===== src/core/etm_pkg.sv =====
// package with constants and carrier types for the enclave tweak modifier csr file
package etm_pkg;

    // ----------------------------------------------------------------
    // privilege encodings
    // ----------------------------------------------------------------
    localparam logic [1:0] PRIV_USER = 2'h0;
    localparam logic [1:0] PRIV_SUPER = 2'h1;
    localparam logic [1:0] PRIV_MACHINE = 2'h3;

    // ----------------------------------------------------------------
    // default csr numbers, overridable at integration
    // ----------------------------------------------------------------
    localparam logic [11:0] ADDR_M_LOAD_LO = 12'h7c0;
    localparam logic [11:0] ADDR_M_STORE_LO = 12'h7c1;
    localparam logic [11:0] ADDR_M_FETCH_LO = 12'h7c2;
    localparam logic [11:0] ADDR_M_LOAD_HI = 12'h7c3;
    localparam logic [11:0] ADDR_M_STORE_HI = 12'h7c4;
    localparam logic [11:0] ADDR_M_FETCH_HI = 12'h7c5;
    localparam logic [11:0] ADDR_S_LOAD_LO = 12'h5c0;
    localparam logic [11:0] ADDR_S_STORE_LO = 12'h5c1;
    localparam logic [11:0] ADDR_S_FETCH_LO = 12'h5c2;
    localparam logic [11:0] ADDR_S_LOAD_HI = 12'h5c3;
    localparam logic [11:0] ADDR_S_STORE_HI = 12'h5c4;
    localparam logic [11:0] ADDR_S_FETCH_HI = 12'h5c5;
    localparam logic [11:0] ADDR_U_LOAD_LO = 12'h8c0;
    localparam logic [11:0] ADDR_U_STORE_LO = 12'h8c1;
    localparam logic [11:0] ADDR_U_FETCH_LO = 12'h8c2;
    localparam logic [11:0] ADDR_U_LOAD_HI = 12'h8c3;
    localparam logic [11:0] ADDR_U_STORE_HI = 12'h8c4;
    localparam logic [11:0] ADDR_U_FETCH_HI = 12'h8c5;

    // ----------------------------------------------------------------
    // reset values and widths
    // ----------------------------------------------------------------
    localparam logic [31:0] TWEAK_WORD_RESET = 32'h0000_0000;
    localparam logic [63:0] TWEAK_RESET = 64'h0;

    // csr request from the core
    typedef struct packed {
        logic valid;
        logic write;
        logic [11:0] addr;
        logic [31:0] wdata;
    } etm_csr_req_t;

    // answer to the core
    typedef struct packed {
        logic hit;
        logic illegal;
        logic flush;
        logic [31:0] rdata;
    } etm_csr_rsp_t;

    // one register set: fetch, load, store modifiers
    typedef struct packed {
        logic [63:0] fetch;
        logic [63:0] load;
        logic [63:0] store;
    } etm_mod_set_t;

endpackage : etm_pkg


===== src/core/etm_csr_file.sv =====
// enclave tweak modifier csr file with tweak generation for the caches
`timescale 1ns/10ps
`default_nettype none
module etm_csr_file #(
    parameter bit isolation_present_param = 1'b1,
    parameter logic [11:0] addr_m_load_lo = etm_pkg::ADDR_M_LOAD_LO,
    parameter logic [11:0] addr_m_store_lo = etm_pkg::ADDR_M_STORE_LO,
    parameter logic [11:0] addr_m_fetch_lo = etm_pkg::ADDR_M_FETCH_LO,
    parameter logic [11:0] addr_m_load_hi = etm_pkg::ADDR_M_LOAD_HI,
    parameter logic [11:0] addr_m_store_hi = etm_pkg::ADDR_M_STORE_HI,
    parameter logic [11:0] addr_m_fetch_hi = etm_pkg::ADDR_M_FETCH_HI,
    parameter logic [11:0] addr_s_load_lo = etm_pkg::ADDR_S_LOAD_LO,
    parameter logic [11:0] addr_s_store_lo = etm_pkg::ADDR_S_STORE_LO,
    parameter logic [11:0] addr_s_fetch_lo = etm_pkg::ADDR_S_FETCH_LO,
    parameter logic [11:0] addr_s_load_hi = etm_pkg::ADDR_S_LOAD_HI,
    parameter logic [11:0] addr_s_store_hi = etm_pkg::ADDR_S_STORE_HI,
    parameter logic [11:0] addr_s_fetch_hi = etm_pkg::ADDR_S_FETCH_HI,
    parameter logic [11:0] addr_u_load_lo = etm_pkg::ADDR_U_LOAD_LO,
    parameter logic [11:0] addr_u_store_lo = etm_pkg::ADDR_U_STORE_LO,
    parameter logic [11:0] addr_u_fetch_lo = etm_pkg::ADDR_U_FETCH_LO,
    parameter logic [11:0] addr_u_load_hi = etm_pkg::ADDR_U_LOAD_HI,
    parameter logic [11:0] addr_u_store_hi = etm_pkg::ADDR_U_STORE_HI,
    parameter logic [11:0] addr_u_fetch_hi = etm_pkg::ADDR_U_FETCH_HI
) (
    input wire logic clock, // core clock
    input wire logic rst_n, // async reset, active low
    input wire etm_pkg::etm_csr_req_t csr_req, // csr access from the pipeline
    input wire logic [1:0] current_privilege, // current hart privilege
    input wire logic [1:0] effective_access_privilege, // load/store privilege after override
    input wire logic access_is_store, // direction from the load/store unit
    output etm_pkg::etm_csr_rsp_t csr_rsp_reg, // registered csr answer
    output logic [63:0] instr_cache_tweak_out, // tweak to instruction cache
    output logic [63:0] data_cache_tweak_out // tweak to data cache
);

    // ----------------------------------------------------------------
    // storage: machine set and one shared lower-mode set
    // ----------------------------------------------------------------
    etm_pkg::etm_mod_set_t mach_reg;
    etm_pkg::etm_mod_set_t low_reg;

    logic is_m;
    logic is_lowmode;
    logic [2:0] sel_kind; // one-hot: 1 fetch, 2 load, 4 store
    logic sel_hi;
    logic sel_mach;
    logic sel_lowname;
    logic sel_lowfetch;
    logic hit;
    logic illegal;
    logic do_write;
    logic [31:0] rdata;
    logic flush;
    logic [63:0] f_mod;
    logic [63:0] ld_mod;
    logic [63:0] st_mod;

    assign is_m = (current_privilege == etm_pkg::PRIV_MACHINE);
    assign is_lowmode = !is_m;

    // ----------------------------------------------------------------
    // address decode; supervisor and user names share one target
    // ----------------------------------------------------------------
    always_comb begin
        sel_kind = 3'h0;
        sel_hi = 1'b0;
        sel_mach = 1'b0;
        sel_lowname = 1'b0;
        hit = isolation_present_param;
        if (csr_req.addr == addr_m_fetch_lo) begin
            sel_mach = 1'b1;
            sel_kind = 3'h1;
        end else if (csr_req.addr == addr_m_fetch_hi) begin
            sel_mach = 1'b1;
            sel_kind = 3'h1;
            sel_hi = 1'b1;
        end else if (csr_req.addr == addr_m_load_lo) begin
            sel_mach = 1'b1;
            sel_kind = 3'h2;
        end else if (csr_req.addr == addr_m_load_hi) begin
            sel_mach = 1'b1;
            sel_kind = 3'h2;
            sel_hi = 1'b1;
        end else if (csr_req.addr == addr_m_store_lo) begin
            sel_mach = 1'b1;
            sel_kind = 3'h4;
        end else if (csr_req.addr == addr_m_store_hi) begin
            sel_mach = 1'b1;
            sel_kind = 3'h4;
            sel_hi = 1'b1;
        end else if (csr_req.addr == addr_u_fetch_lo || csr_req.addr == addr_s_fetch_lo) begin
            sel_lowname = 1'b1;
            sel_kind = 3'h1;
        end else if (csr_req.addr == addr_u_fetch_hi || csr_req.addr == addr_s_fetch_hi) begin
            sel_lowname = 1'b1;
            sel_kind = 3'h1;
            sel_hi = 1'b1;
        end else if (csr_req.addr == addr_u_load_lo || csr_req.addr == addr_s_load_lo) begin
            sel_lowname = 1'b1;
            sel_kind = 3'h2;
        end else if (csr_req.addr == addr_u_load_hi || csr_req.addr == addr_s_load_hi) begin
            sel_lowname = 1'b1;
            sel_kind = 3'h2;
            sel_hi = 1'b1;
        end else if (csr_req.addr == addr_u_store_lo || csr_req.addr == addr_s_store_lo) begin
            sel_lowname = 1'b1;
            sel_kind = 3'h4;
        end else if (csr_req.addr == addr_u_store_hi || csr_req.addr == addr_s_store_hi) begin
            sel_lowname = 1'b1;
            sel_kind = 3'h4;
            sel_hi = 1'b1;
        end else begin
            hit = 1'b0;
        end
    end

    assign sel_lowfetch = sel_lowname && sel_kind[0];

    // ----------------------------------------------------------------
    // access class check
    // ----------------------------------------------------------------
    always_comb begin
        illegal = 1'b0;
        if (csr_req.valid && hit) begin
            if (sel_mach && is_lowmode) begin
                illegal = 1'b1;
            end else if (sel_lowfetch && is_lowmode) begin
                illegal = 1'b1;
            end
        end
    end

    assign do_write = csr_req.valid && hit && csr_req.write && !illegal;

    // ----------------------------------------------------------------
    // read mux; lower modes see zero on the load/store words
    // ----------------------------------------------------------------
    always_comb begin
        etm_pkg::etm_mod_set_t src;
        logic [63:0] word64;
        src = sel_mach ? mach_reg : low_reg;
        word64 = sel_kind[0] ? src.fetch : (sel_kind[1] ? src.load : src.store);
        rdata = sel_hi ? word64[63:32] : word64[31:0];
        if (!hit || illegal || (sel_lowname && is_lowmode)) begin
            rdata = etm_pkg::TWEAK_WORD_RESET;
        end
    end

    // flush when the written set is the one the hart now uses, or for load/store words the one the effective access privilege uses
    always_comb begin
        flush = 1'b0;
        if (do_write) begin
            flush = sel_mach ? is_m : is_lowmode;
            if (sel_kind[1] || sel_kind[2]) begin
                flush = flush || (sel_mach ?
                    (effective_access_privilege == etm_pkg::PRIV_MACHINE) :
                    (effective_access_privilege != etm_pkg::PRIV_MACHINE));
            end
        end
    end

    // ----------------------------------------------------------------
    // modifier storage, one 32-bit half per write
    // ----------------------------------------------------------------
    always_ff @(posedge clock or negedge rst_n) begin
        if (!rst_n) begin
            mach_reg <= {3{etm_pkg::TWEAK_RESET}};
            low_reg <= {3{etm_pkg::TWEAK_RESET}};
        end else if (do_write) begin
            if (sel_mach) begin
                if (sel_kind[0] && sel_hi) mach_reg.fetch[63:32] <= csr_req.wdata;
                if (sel_kind[0] && !sel_hi) mach_reg.fetch[31:0] <= csr_req.wdata;
                if (sel_kind[1] && sel_hi) mach_reg.load[63:32] <= csr_req.wdata;
                if (sel_kind[1] && !sel_hi) mach_reg.load[31:0] <= csr_req.wdata;
                if (sel_kind[2] && sel_hi) mach_reg.store[63:32] <= csr_req.wdata;
                if (sel_kind[2] && !sel_hi) mach_reg.store[31:0] <= csr_req.wdata;
            end else begin
                if (sel_kind[0] && sel_hi) low_reg.fetch[63:32] <= csr_req.wdata;
                if (sel_kind[0] && !sel_hi) low_reg.fetch[31:0] <= csr_req.wdata;
                if (sel_kind[1] && sel_hi) low_reg.load[63:32] <= csr_req.wdata;
                if (sel_kind[1] && !sel_hi) low_reg.load[31:0] <= csr_req.wdata;
                if (sel_kind[2] && sel_hi) low_reg.store[63:32] <= csr_req.wdata;
                if (sel_kind[2] && !sel_hi) low_reg.store[31:0] <= csr_req.wdata;
            end
        end
    end

    // ----------------------------------------------------------------
    // registered csr answer
    // ----------------------------------------------------------------
    always_ff @(posedge clock or negedge rst_n) begin
        if (!rst_n) begin
            csr_rsp_reg <= '0;
        end else begin
            csr_rsp_reg.hit <= csr_req.valid && hit;
            csr_rsp_reg.illegal <= illegal;
            csr_rsp_reg.flush <= flush;
            csr_rsp_reg.rdata <= (csr_req.valid && !csr_req.write) ? rdata : 32'h0000_0000;
        end
    end

    // ----------------------------------------------------------------
    // tweak generation; the instruction tweak never follows the access override
    // ----------------------------------------------------------------
    assign f_mod = is_m ? mach_reg.fetch : low_reg.fetch;
    assign ld_mod = (effective_access_privilege == etm_pkg::PRIV_MACHINE) ?
        mach_reg.load : low_reg.load;
    assign st_mod = (effective_access_privilege == etm_pkg::PRIV_MACHINE) ?
        mach_reg.store : low_reg.store;

    // the data tweak uses the fetch modifier of the access privilege, so a
    // leaked load/store modifier alone cannot open another enclave
    logic [63:0] f_mod_ls;
    assign f_mod_ls = (effective_access_privilege == etm_pkg::PRIV_MACHINE) ?
        mach_reg.fetch : low_reg.fetch;

    always_ff @(posedge clock or negedge rst_n) begin
        if (!rst_n) begin
            instr_cache_tweak_out <= etm_pkg::TWEAK_RESET;
            data_cache_tweak_out <= etm_pkg::TWEAK_RESET;
        end else begin
            instr_cache_tweak_out <= f_mod;
            data_cache_tweak_out <= f_mod_ls ^ (access_is_store ? st_mod : ld_mod);
        end
    end

    // ----------------------------------------------------------------
    // checks
    // ----------------------------------------------------------------
    property p_mach_refuse;
        @(posedge clock) disable iff (!rst_n)
        (csr_req.valid && hit && sel_mach && is_lowmode) |=> csr_rsp_reg.illegal;
    endproperty
    a_mach_refuse: assert property (p_mach_refuse) else $error("machine csr not refused");

    property p_lowfetch_refuse;
        @(posedge clock) disable iff (!rst_n)
        (csr_req.valid && hit && sel_lowfetch && is_lowmode && csr_req.write)
            |=> csr_rsp_reg.illegal && $stable(low_reg.fetch);
    endproperty
    a_lowfetch_refuse: assert property (p_lowfetch_refuse)
        else $error("lower fetch write taken");

    property p_low_write;
        @(posedge clock) disable iff (!rst_n)
        (csr_req.valid && csr_req.write && csr_req.addr == addr_u_load_lo && is_lowmode && hit)
            |=> low_reg.load[31:0] == $past(csr_req.wdata);
    endproperty
    a_low_write: assert property (p_low_write) else $error("user load write lost");

    property p_low_read_zero;
        @(posedge clock) disable iff (!rst_n)
        (csr_req.valid && !csr_req.write && sel_lowname && is_lowmode)
            |=> csr_rsp_reg.rdata == 32'h0000_0000;
    endproperty
    a_low_read_zero: assert property (p_low_read_zero) else $error("lower read leaked");

    property p_alias;
        @(posedge clock) disable iff (!rst_n)
        (csr_req.valid && csr_req.write && csr_req.addr == addr_s_store_hi && is_m && hit)
            |=> low_reg.store[63:32] == $past(csr_req.wdata);
    endproperty
    a_alias: assert property (p_alias) else $error("alias write missed");

    property p_itweak;
        @(posedge clock) disable iff (!rst_n)
        ##1 instr_cache_tweak_out == ($past(is_m) ? $past(mach_reg.fetch) : $past(low_reg.fetch));
    endproperty
    a_itweak: assert property (p_itweak) else $error("fetch tweak wrong");

    property p_dtweak;
        @(posedge clock) disable iff (!rst_n)
        (effective_access_privilege == etm_pkg::PRIV_MACHINE && !access_is_store)
            |=> data_cache_tweak_out == ($past(mach_reg.fetch) ^ $past(mach_reg.load));
    endproperty
    a_dtweak: assert property (p_dtweak) else $error("data tweak wrong");

    property p_flush;
        @(posedge clock) disable iff (!rst_n)
        (csr_req.valid && csr_req.write && hit && sel_mach && is_m) |=> csr_rsp_reg.flush;
    endproperty
    a_flush: assert property (p_flush) else $error("flush missing");

    property p_mach_hi_write;
        @(posedge clock) disable iff (!rst_n)
        (csr_req.valid && csr_req.write && hit && csr_req.addr == addr_m_fetch_hi && is_m)
            |=> mach_reg.fetch[63:32] == $past(csr_req.wdata);
    endproperty
    a_mach_hi_write: assert property (p_mach_hi_write) else $error("high word lost");

    property p_miss_quiet;
        @(posedge clock) disable iff (!rst_n)
        (csr_req.valid && !hit)
            |=> !csr_rsp_reg.hit && !csr_rsp_reg.illegal && csr_rsp_reg.rdata == 32'h0000_0000;
    endproperty
    a_miss_quiet: assert property (p_miss_quiet) else $error("unmapped access answered");

    c_mach_write: cover property (@(posedge clock) do_write && sel_mach);
    c_user_write: cover property (@(posedge clock)
        do_write && current_privilege == etm_pkg::PRIV_USER);
    c_refused: cover property (@(posedge clock) illegal);
    c_override: cover property (@(posedge clock)
        !is_m && effective_access_privilege == etm_pkg::PRIV_MACHINE);
    c_miss: cover property (@(posedge clock) csr_req.valid && !hit);

endmodule : etm_csr_file
`default_nettype wire


===== config.mk =====
export PLATFORM = sky130hd
export DESIGN_NAME = etm_csr_file
export DESIGN_NICKNAME = d
export VERILOG_FILES = /design/src/core/etm_pkg.sv /design/src/core/etm_csr_file.sv
export SDC_FILE = /design/constraint.sdc
export NUM_CORES = 1
export LEC_CHECK = 0
export CORE_MARGIN = 2
export CORE_UTILIZATION = 50
export DETAILED_ROUTE_END_ITERATION = 8
export DONT_BUFFER_PORTS = 1
export GPL_TIMING_DRIVEN = 0
export SLEW_MARGIN = 30
export SYNTH_ARGS = -nofsm -noshare
export SYNTH_HDL_FRONTEND = slang
export SYNTH_SLANG_ARGS = --single-unit

===== constraint.sdc =====
create_clock -name clock -period 4 [get_ports clock]
set_clock_uncertainty 0.2 [all_clocks]
set_input_delay 0.4 -clock clock [delete_from_list [all_inputs] [get_ports clock]]
set_output_delay 0.4 -clock clock [all_outputs]
set_load 0.02 [all_outputs]

* Word-level counts from Yosys, hierarchy flattened *
Cells that the tools add are included.

cells by class
  mux-type cells = 65
  divide/modulo/power cells = 0
  bitwise gates (word level) = 2
  add/sub/neg operators = 0
  reduce and logical (&&, ||, !) cells = 41
  equal/unequal tests = 21
  multipliers = 0
  shift operators = 0
  magnitude comparators = 0

operator list
  cell                                                    number
  2-to-1 mux 64 bit                                       7
  2-to-1 mux 192 bit                                      1
  equality test 12 x 11 -> 1 bit (second input constant)  12
  2-to-1 mux 32 bit                                       3
  equality test 12 bit (second input constant)            6
  bitwise XOR 64 bit                                      1
  2-to-1 mux 1 bit                                        42
  2-to-1 mux 3 bit                                        12
  AND reduction 3 bit                                     12
  logical AND 1 bit                                       14
  logical OR 1 bit                                        10
  logical NOT 1 bit                                       5
  equality test 2 bit (second input constant)             2
  != test 2 bit (second input constant)                   1
  NOT 1 bit                                               1

word-level totals
  output and inout port bits = 163
  ROM bits = 0
  input bits = 53
  bits in registers = 547
  latch bits = 0
  word-level logic and storage cells = 147
  memories = 0
  bits in writable memories = 0

* Logic depth before layout (Yosys ltp) *
Gate-level depths: netlist (run 1).

  depth in word-level cells = 23
  gate-level depth with buffers = 13
  depth with buffers taken out = 10

* Worst setup path before layout (run 1) *
OpenSTA, ideal clock, no wires.

  kind = input port to flip-flop
  start point = input port csr_req[33] (netlist name)
  end point = register low_reg[33] (netlist name)
  arrival time = 3.063 ns
  path slack = 0.612 ns
  data required time = 3.675 ns
  stages on the path = 13
  path buffers = 3
  library setup time = 0.125 ns
  cell sequence = buf_2 nand2_1 nand4_1 clkinv_1 clkbuf_1 ha_1 nand2b_1 nor3_1 nand2_1 nor4_2 nor4b_4 buf_2 mux2_2

on the way
  longest elaborated chain between the ends = 22
  elaborated cells between the ends (all ways) = 84
  those cells by class = eq/ne (18); mux (50); bitwise (1); reduce/logical (15)

RTL lines
  item                                                                           RTL line             text
  start, declared                                                                etm_csr_file.sv:27   input wire etm_pkg::etm_csr_req_t csr_req,
  equality test 12 bit / equality test 12 x 11 -> 1 bit (equally long branches)  etm_csr_file.sv:108  end else if (csr_req.addr == addr_u_store_hi || csr_req.addr == addr_s_store_hi) begin
  logical OR 1 bit                                                               etm_csr_file.sv:108
  2-to-1 mux 1 bit                                                               etm_csr_file.sv:108
  2-to-1 mux 1 bit                                                               etm_csr_file.sv:105  end else if (csr_req.addr == addr_u_store_lo || csr_req.addr == addr_s_store_lo) begin
  2-to-1 mux 1 bit                                                               etm_csr_file.sv:101  end else if (csr_req.addr == addr_u_load_hi || csr_req.addr == addr_s_load_hi) begin
  2-to-1 mux 1 bit                                                               etm_csr_file.sv:98   end else if (csr_req.addr == addr_u_load_lo || csr_req.addr == addr_s_load_lo) begin
  2-to-1 mux 1 bit                                                               etm_csr_file.sv:94   end else if (csr_req.addr == addr_u_fetch_hi || csr_req.addr == addr_s_fetch_hi) begin
  2-to-1 mux 1 bit                                                               etm_csr_file.sv:91   end else if (csr_req.addr == addr_u_fetch_lo || csr_req.addr == addr_s_fetch_lo) begin
  [6 not listed]                                                                 -
  logical AND 1 bit                                                              etm_csr_file.sv:117  assign sel_lowfetch = sel_lowname && sel_kind[0];
  logical AND 1 bit                                                              etm_csr_file.sv:127  end else if (sel_lowfetch && is_lowmode) begin
  2-to-1 mux 1 bit                                                               etm_csr_file.sv:127
  2-to-1 mux 1 bit                                                               etm_csr_file.sv:125  if (sel_mach && is_lowmode) begin
  2-to-1 mux 1 bit                                                               etm_csr_file.sv:124  if (csr_req.valid && hit) begin
  logical NOT 1 bit                                                              etm_csr_file.sv:133  assign do_write = csr_req.valid && hit && csr_req.write && !illegal;
  logical AND 1 bit                                                              etm_csr_file.sv:133
  AND reduction 3 bit (no line) *                                                -
  end signal, assigned                                                           etm_csr_file.sv:168  low_reg <= {3{etm_pkg::TWEAK_RESET}};
  end, declared                                                                  etm_csr_file.sv:40   etm_pkg::etm_mod_set_t low_reg;

Every way passes the cells marked *; elsewhere a longest branch is shown, timed or not.
A chain may end at the register's enable or synchronous reset.

* Worst setup path in the final report (run 1) *
  start point = input port csr_req[33] (netlist name)
  end point = register low_reg[49] (netlist name)

Same word-level chain as after synthesis.

==> results of run 1 <==
## power groups by stage
| stage | registers (mW) | logic [mW] | clock network (mW) |
|---|---|---|---|
| floorplan | 5.64 | 0.174 | 0 |
| global placement | 5.63 | 0.271 | 0 |
| detailed placement | 5.63 | 0.274 | 0 |
| CTS | 5.53 | 0.317 | 5.93 |
| global route | 5.53 | 0.335 | 6.16 |
| finish | 5.53 | 0.320 | 5.85 |
## layout make-up
cell class              instances  area (sq um)
inverters                       3         11.26
fillers                      4286         22010
well taps                     680         850.8
repair buffers                 39         385.4
flip-flops and latches        547         13690
clock inverters                26         411.6
multi-input cells            1268         11230
plain buffers                 168         759.5
clock buffers                  79          1642
## cells in the final DEF, fill, tap and decap left out, types with 31 or more instances in the layout
cell type	instances
clkbuf_16	59
o21ai_0	68
nand2_1	78
a221oi_1	64
mux2i_1	95
dfrtp_1	547
clkbuf_1	123
mux2_2	450
a21oi_1	31
dlygate4sd3_1	37
mux4_2	64
nand3_1	100
xnor2_1	66
nor2_1	163
## stage by stage
stage                     instances  hold WS [ps]  util, %  cell area (sq um)  TNS, ps
after floorplan                1986        -95.59        -              25660        0
after global placement         2666        -82.54    51.99              26510  -129880
after detailed placement       2666        -82.07    52.02              26520  -144660
after CTS                      2808        -750.9    56.79              28960        0
after global routing           2810        -750.9    56.84              28980        0
final                          2810        -727.1    56.84              28980        0
## synthesized netlist by cell type, drive strengths merged (2+ instances only)
library cell  instances
a211oi                2
a21oi                31
a221oi               64
a22oi                 3
and2                  5
and4b                 2
buf                  48
clkbuf              120
dfrtp               547
inv                   2
mux2                450
mux2i                95
mux4                 64
nand2                78
nand2b                2
nand3               100
nand3b                4
nor2                164
nor3                 11
nor4                  4
nor4b                 3
o2111a                2
o21ai                68
o22a                 30
o31ai                 2
or3                   2
xnor2                66
## worst max path at each step
stage,start,endpoint,cells after the start
after CTS,csr_req[33],low_reg[50],13
after global routing,csr_req[33],low_reg[60],14
after detailed placement,csr_req[33],low_reg[50],13
after global placement,csr_req[33],low_reg[49],13
final,csr_req[33],low_reg[49],14
after floorplan,csr_req[33],low_reg[33],13
## cell families after synthesis
family,count (synthesis)
muxes,609
and+or+nand+nor,383
AOI/OAI and AO/OA,208
DFF,547
xor gates and xnor gates,67
buffers and inverters,171
adders and majority gates,1
## repair_timing
action | CTS | global route
endpoints found under the setup margin | 30 | 53
resized for setup | 1 | 4
setup buffers | 0 | 2
hold endpoints to repair | 614 | 547
pin swaps | 0 | 0
## layer usage
metal | part of all wire, % | routed length, microns | GRT usage, %
met5 | 0 | 0 | 0
met4 | 4.2 | 3342 | 13.63
met3 | 7.7 | 6187 | 6.905
met2 | 48 | 38590 | 48.94
met1 | 40 | 32060 | 38.82
==> qor.csv, run 1 <==
metric,value,unit
Critical Path RT,4300,ps
largest net degree at the start of global routing,548,
slowest CP cell,nor4_4,
total core area,50990,sq um
CP peak stage delay,450,ps
Post-DP HPWL,52.07,mm
R2R Path End,csr_rsp_reg[31],
post-synth top area share,53.35,%
Starting Density,50.32,%
sw frac,21.38,%
Comb power frac,2.7,%
synth unique cells,51,
"top cells by area, synth","dfrtp_1 (53%), mux2_2 (20%), mux4_2 (5.6%)",
dominant synthesized flop cell,dfrtp_1,
syn avg cell area,12.92,sq um
"area leader, netlist",dfrtp_1,
Worst Path Buf+Inv,5,
status,"complete, but fails checks",
Hold WC Path Type,input pin to async pin,
Clock Tree Root,clkbuf_16,
share of layout cells above drive strength 1,31.13,%
1st-iter DRT viols,1867,
CP startpoint kind,input pin,
pwr dens,403.7,nW/um^2
ant diodes,0,
CTS Buffer Depth,3,
Psw,2.501,mW
CTS tree,done,
area grow syn2layout,12.95,%
Post-CTS Hold Buffers,37,
smallest hold slack,-727.1,ps
initial antenna violation count,2,
max-slew violation count,359,
crit share post-route,94.89,%
kind of critical path,input pin to flop,
Final #Nets,2138,
Worst-Skew Late Latency,630,ps
total number of vias,17460,
Final WS setup,204.5,ps
cells after synthesis,1986,
simple-gate share of the synthesized area,6.686,%
htree depth,2,
P_int,9.199,mW
VDD IR max,0.0003277,V
"FFs w/ async S/R, synth",100.0,%
clock-pin transition on the worst setup and hold timing paths,60,ps
gp weighted congestion,0.8866,
vias in the first global route,18100,
Max Clk Rate,0.2635,GHz
clock share of power,50.0,%
leakage,13.46,nW
die width,230.5,microns
failing checks,"negative hold slack, max-slew violations",
Max-cap violations,0,
WL final,80.17,mm
sequential area share after synthesis,53.35,%
Post-Synth XOR/XNOR Area,2.287,%
internal reg-to-reg setup slack,2230,ps
post-layout minimum cycle time,3795,ps
CP cell instances,buf_2 -> nand2_1 -> nand4_1 -> clkinv_1 -> clkbuf_2 -> ha_1 -> nand2b_1 -> nor3_1 -> nand2_1 -> nor4_4 -> nor4b_4 -> buf_4 -> buf_2 -> mux2_2,
Arrival @ worst endpoint,4090,ps
mux contribution to synthesized area,29.07,%
complex-gate fraction of the synthesized area,5.623,%
Top Family by Delay on Critical Path,simple AND/OR/NAND/NOR gates,
row cnt,83,
crit end category,flop,
yosys warns,0,
first-pass GRT wire length,118.3,mm
# DRC,0,
Worst R2R Start,mach_reg[31],
routed len/inst,28.53,microns
die footprint,53140,sq um
mapped cell area,25660,sq um
syn_nets,2040,
register bit total from synthesis,547,
Worst Reg-to-Reg Cells,4,
Num CTS Buffers,57,
I/O Pins,216,
pre-CTS WS,-760.8,ps
slew of the pin with the lowest slew margin,2251,ps
setup violators final,0,
clk sinks,547,
Via density,6.214,
Die Y,230.5,microns
crit path max fanout,10,
largest family of logic cells by synthesized area,multiplexers,
GRT Residual Overflow,0,
Final ANT Viol Nets,0,
Adder-Cell Fraction of Synth Area,0.04877,%
final hold vios,547,
post-layout power,11.70,mW
Seq pwr share,47.3,%
number of synthesized flops with an enable pin,0,
first-pass detailed-route iteration total,5,
GR Util All Layers,30.19,%
port bufs,0,
max_slew headroom,-50.04,%
unrepaired setup endpoints after global routing,false,
Note: power is estimated with default switching activity, not from simulation.
==> inputs of run 2 (changes only) <==
--- a/config.mk
+++ b/config.mk
@@ -6,10 +6,11 @@
 export NUM_CORES = 1
 export LEC_CHECK = 0
 export CORE_MARGIN = 2
-export CORE_UTILIZATION = 50
+export CORE_UTILIZATION = 65
 export DETAILED_ROUTE_END_ITERATION = 8
 export DONT_BUFFER_PORTS = 1
 export GPL_TIMING_DRIVEN = 0
+export PLACE_DENSITY = 0.81
 export SLEW_MARGIN = 30
 export SYNTH_ARGS = -nofsm -noshare
 export SYNTH_HDL_FRONTEND = slang
==> constraint.sdc (replaced) <==
create_clock -name clock -period 4 [get_ports clock]
set_clock_uncertainty 0.2 [all_clocks]
set_input_delay 0.2 -clock clock [delete_from_list [all_inputs] [get_ports clock]]
set_output_delay 0.2 -clock clock [all_outputs]
set_load 0.02 [all_outputs]
==> run 2 against run 1 <==
Critical path depth fell by 1; the run still ends with negative hold slack, max-slew violations left; flip-flop and latch count did not move; hold slack got worse by 170 ps.
==> qor.csv, run 2 (synthesis gave the netlist of run 1 again) <==
metric,value,unit
Post-DP HPWL,48.36,mm
Worst-Skew Late Latency,620,ps
crit path max fanout,10,
leakage,13.47,nW
Die Y,202.7,microns
pwr dens,406.7,nW/um^2
final hold vios,547,
I/O Pins,216,
Post-CTS Hold Buffers,45,
Via density,6.804,
multi-input combinational cell area,11230,sq um
fin area,28900,sq um
first-pass detailed-route iteration total,8,
Hold WC Path Type,input pin to async pin,
failing checks,"negative hold slack, max-slew violations",
WL final,74.48,mm
CTS Buffer Depth,3,
slew of the pin with the lowest slew margin,2087,ps
setup violators final,0,
smallest hold slack,-900.4,ps
first-pass GRT wire length,112.7,mm
unrepaired setup endpoints after global routing,false,
Final ANT Viol Nets,0,
Critical Path RT,4300,ps
initial antenna violation count,1,
port bufs,0,
die footprint,41080,sq um
Starting Density,66.08,%
clk sinks,547,
CP startpoint kind,input pin,
most frequent cells in the layout,"dfrtp_1 (547), mux2_2 (450), nor2_1 (163)",
Clock Tree Root,clkbuf_16,
Max-cap violations,0,
internal reg-to-reg setup slack,1930,ps
Max Clk Rate,0.2617,GHz
# DRC,0,
"most common cell after layout, fill and taps aside",dfrtp_1,
Finished Layout Cells,2659,
Placed Area,26310,sq um
pre-CTS WS,-363.2,ps
1st-iter DRT viols,2334,
total core area,38830,sq um
Worst Reg-to-Reg Cells,4,
max-slew violation count,331,
post-layout power,11.75,mW
area grow syn2layout,12.62,%
post-layout minimum cycle time,3821,ps
crit share post-route,95.53,%
largest net degree at the start of global routing,548,
FF/Latch Area,13690,sq um
GRT Residual Overflow,0,
routed len/inst,28.01,microns
R2R Path End,csr_rsp_reg[31],
Arrival @ worst endpoint,4120,ps
Post-Place Cells,2504,
FILL cells,2437,
htree depth,2,
post-layout util,74.42,%
VDD IR max,0.0003483,V
vias in the first global route,18700,
clock-pin transition on the worst setup and hold timing paths,60,ps
Final WS setup,178.7,ps
Final #Nets,2145,
total number of vias,18090,
gp weighted congestion,0.9461,
GR Util All Layers,36.60,%
Worst R2R Start,mach_reg[95],
TNS Setup,0,ps
CTS tree,done,
Num CTS Buffers,55,
CP startpoint,csr_req[33],
die width,202.7,microns
share of layout cells above drive strength 1,30.92,%
crit end category,flop,
status,"complete, but fails checks",
max_slew headroom,-39.14,%
row cnt,72,
kind of critical path,input pin to flop,
==> run 2: layout make-up <==
| cell class | count | area share [%] |
|---|---|---|
| Clock buffer | 68 | 5.248 |
| Timing Repair Buffer | 48 | 1.637 |
| Clock inverter | 36 | 1.970 |
| Sequential cell | 547 | 47.37 |
| Multi-Input combinational cell | 1268 | 38.87 |
| Buffer | 168 | 2.594 |
| Antenna cell | 3 | 0.02598 |
| Tap cell | 518 | 2.243 |
| Inverter | 3 | 0.03897 |
==> run 2: critical path: stages <==
cell	delay, ps
buf_2	190
nand2_1	180
nand4_1	250
clkinv_1	180
clkbuf_2	330
ha_1	320
nand2b_1	170
nor3_1	220
nand2_1	130
nor4_4	430
nor4b_4	480
dlygate4sd3_1	680
mux2_2	350
==> run 2: how the worst max path moves through the flow <==
stage	to	slack, ps	cells past startpoint
after floorplan	low_reg[33]	810	13
after global placement	low_reg[59]	-300	13
after detailed placement	low_reg[60]	-360	13
after CTS	low_reg[63]	130	13
after global routing	low_reg[63]	80	13
final	low_reg[63]	180	13
==> run 2: where the power goes <==
part	leakage, nW	switching [mW]	internal, mW
Combinational	4.82	0.213	0.108
Sequential	7.65	0.000234	5.53
Clock	1.00	2.29	3.61
==> run 2: per-layer routing <==
layer  vias up  part of all wire, %  global-route usage [%]
li1       7441                    -                       -
met1      9135                   37                   47.43
met2      1196                   47                   57.62
met3       319                  9.7                   8.202
met4         0                  6.0                   20.59
met5         -                    0                       0
==> run 2: timing repair <==
item                                    in CTS  in global routing
resized for setup                            0                  3
endpoints found under the setup margin       0                 32
buffers inserted                             0                  1
hold endpoints to repair                   908                547
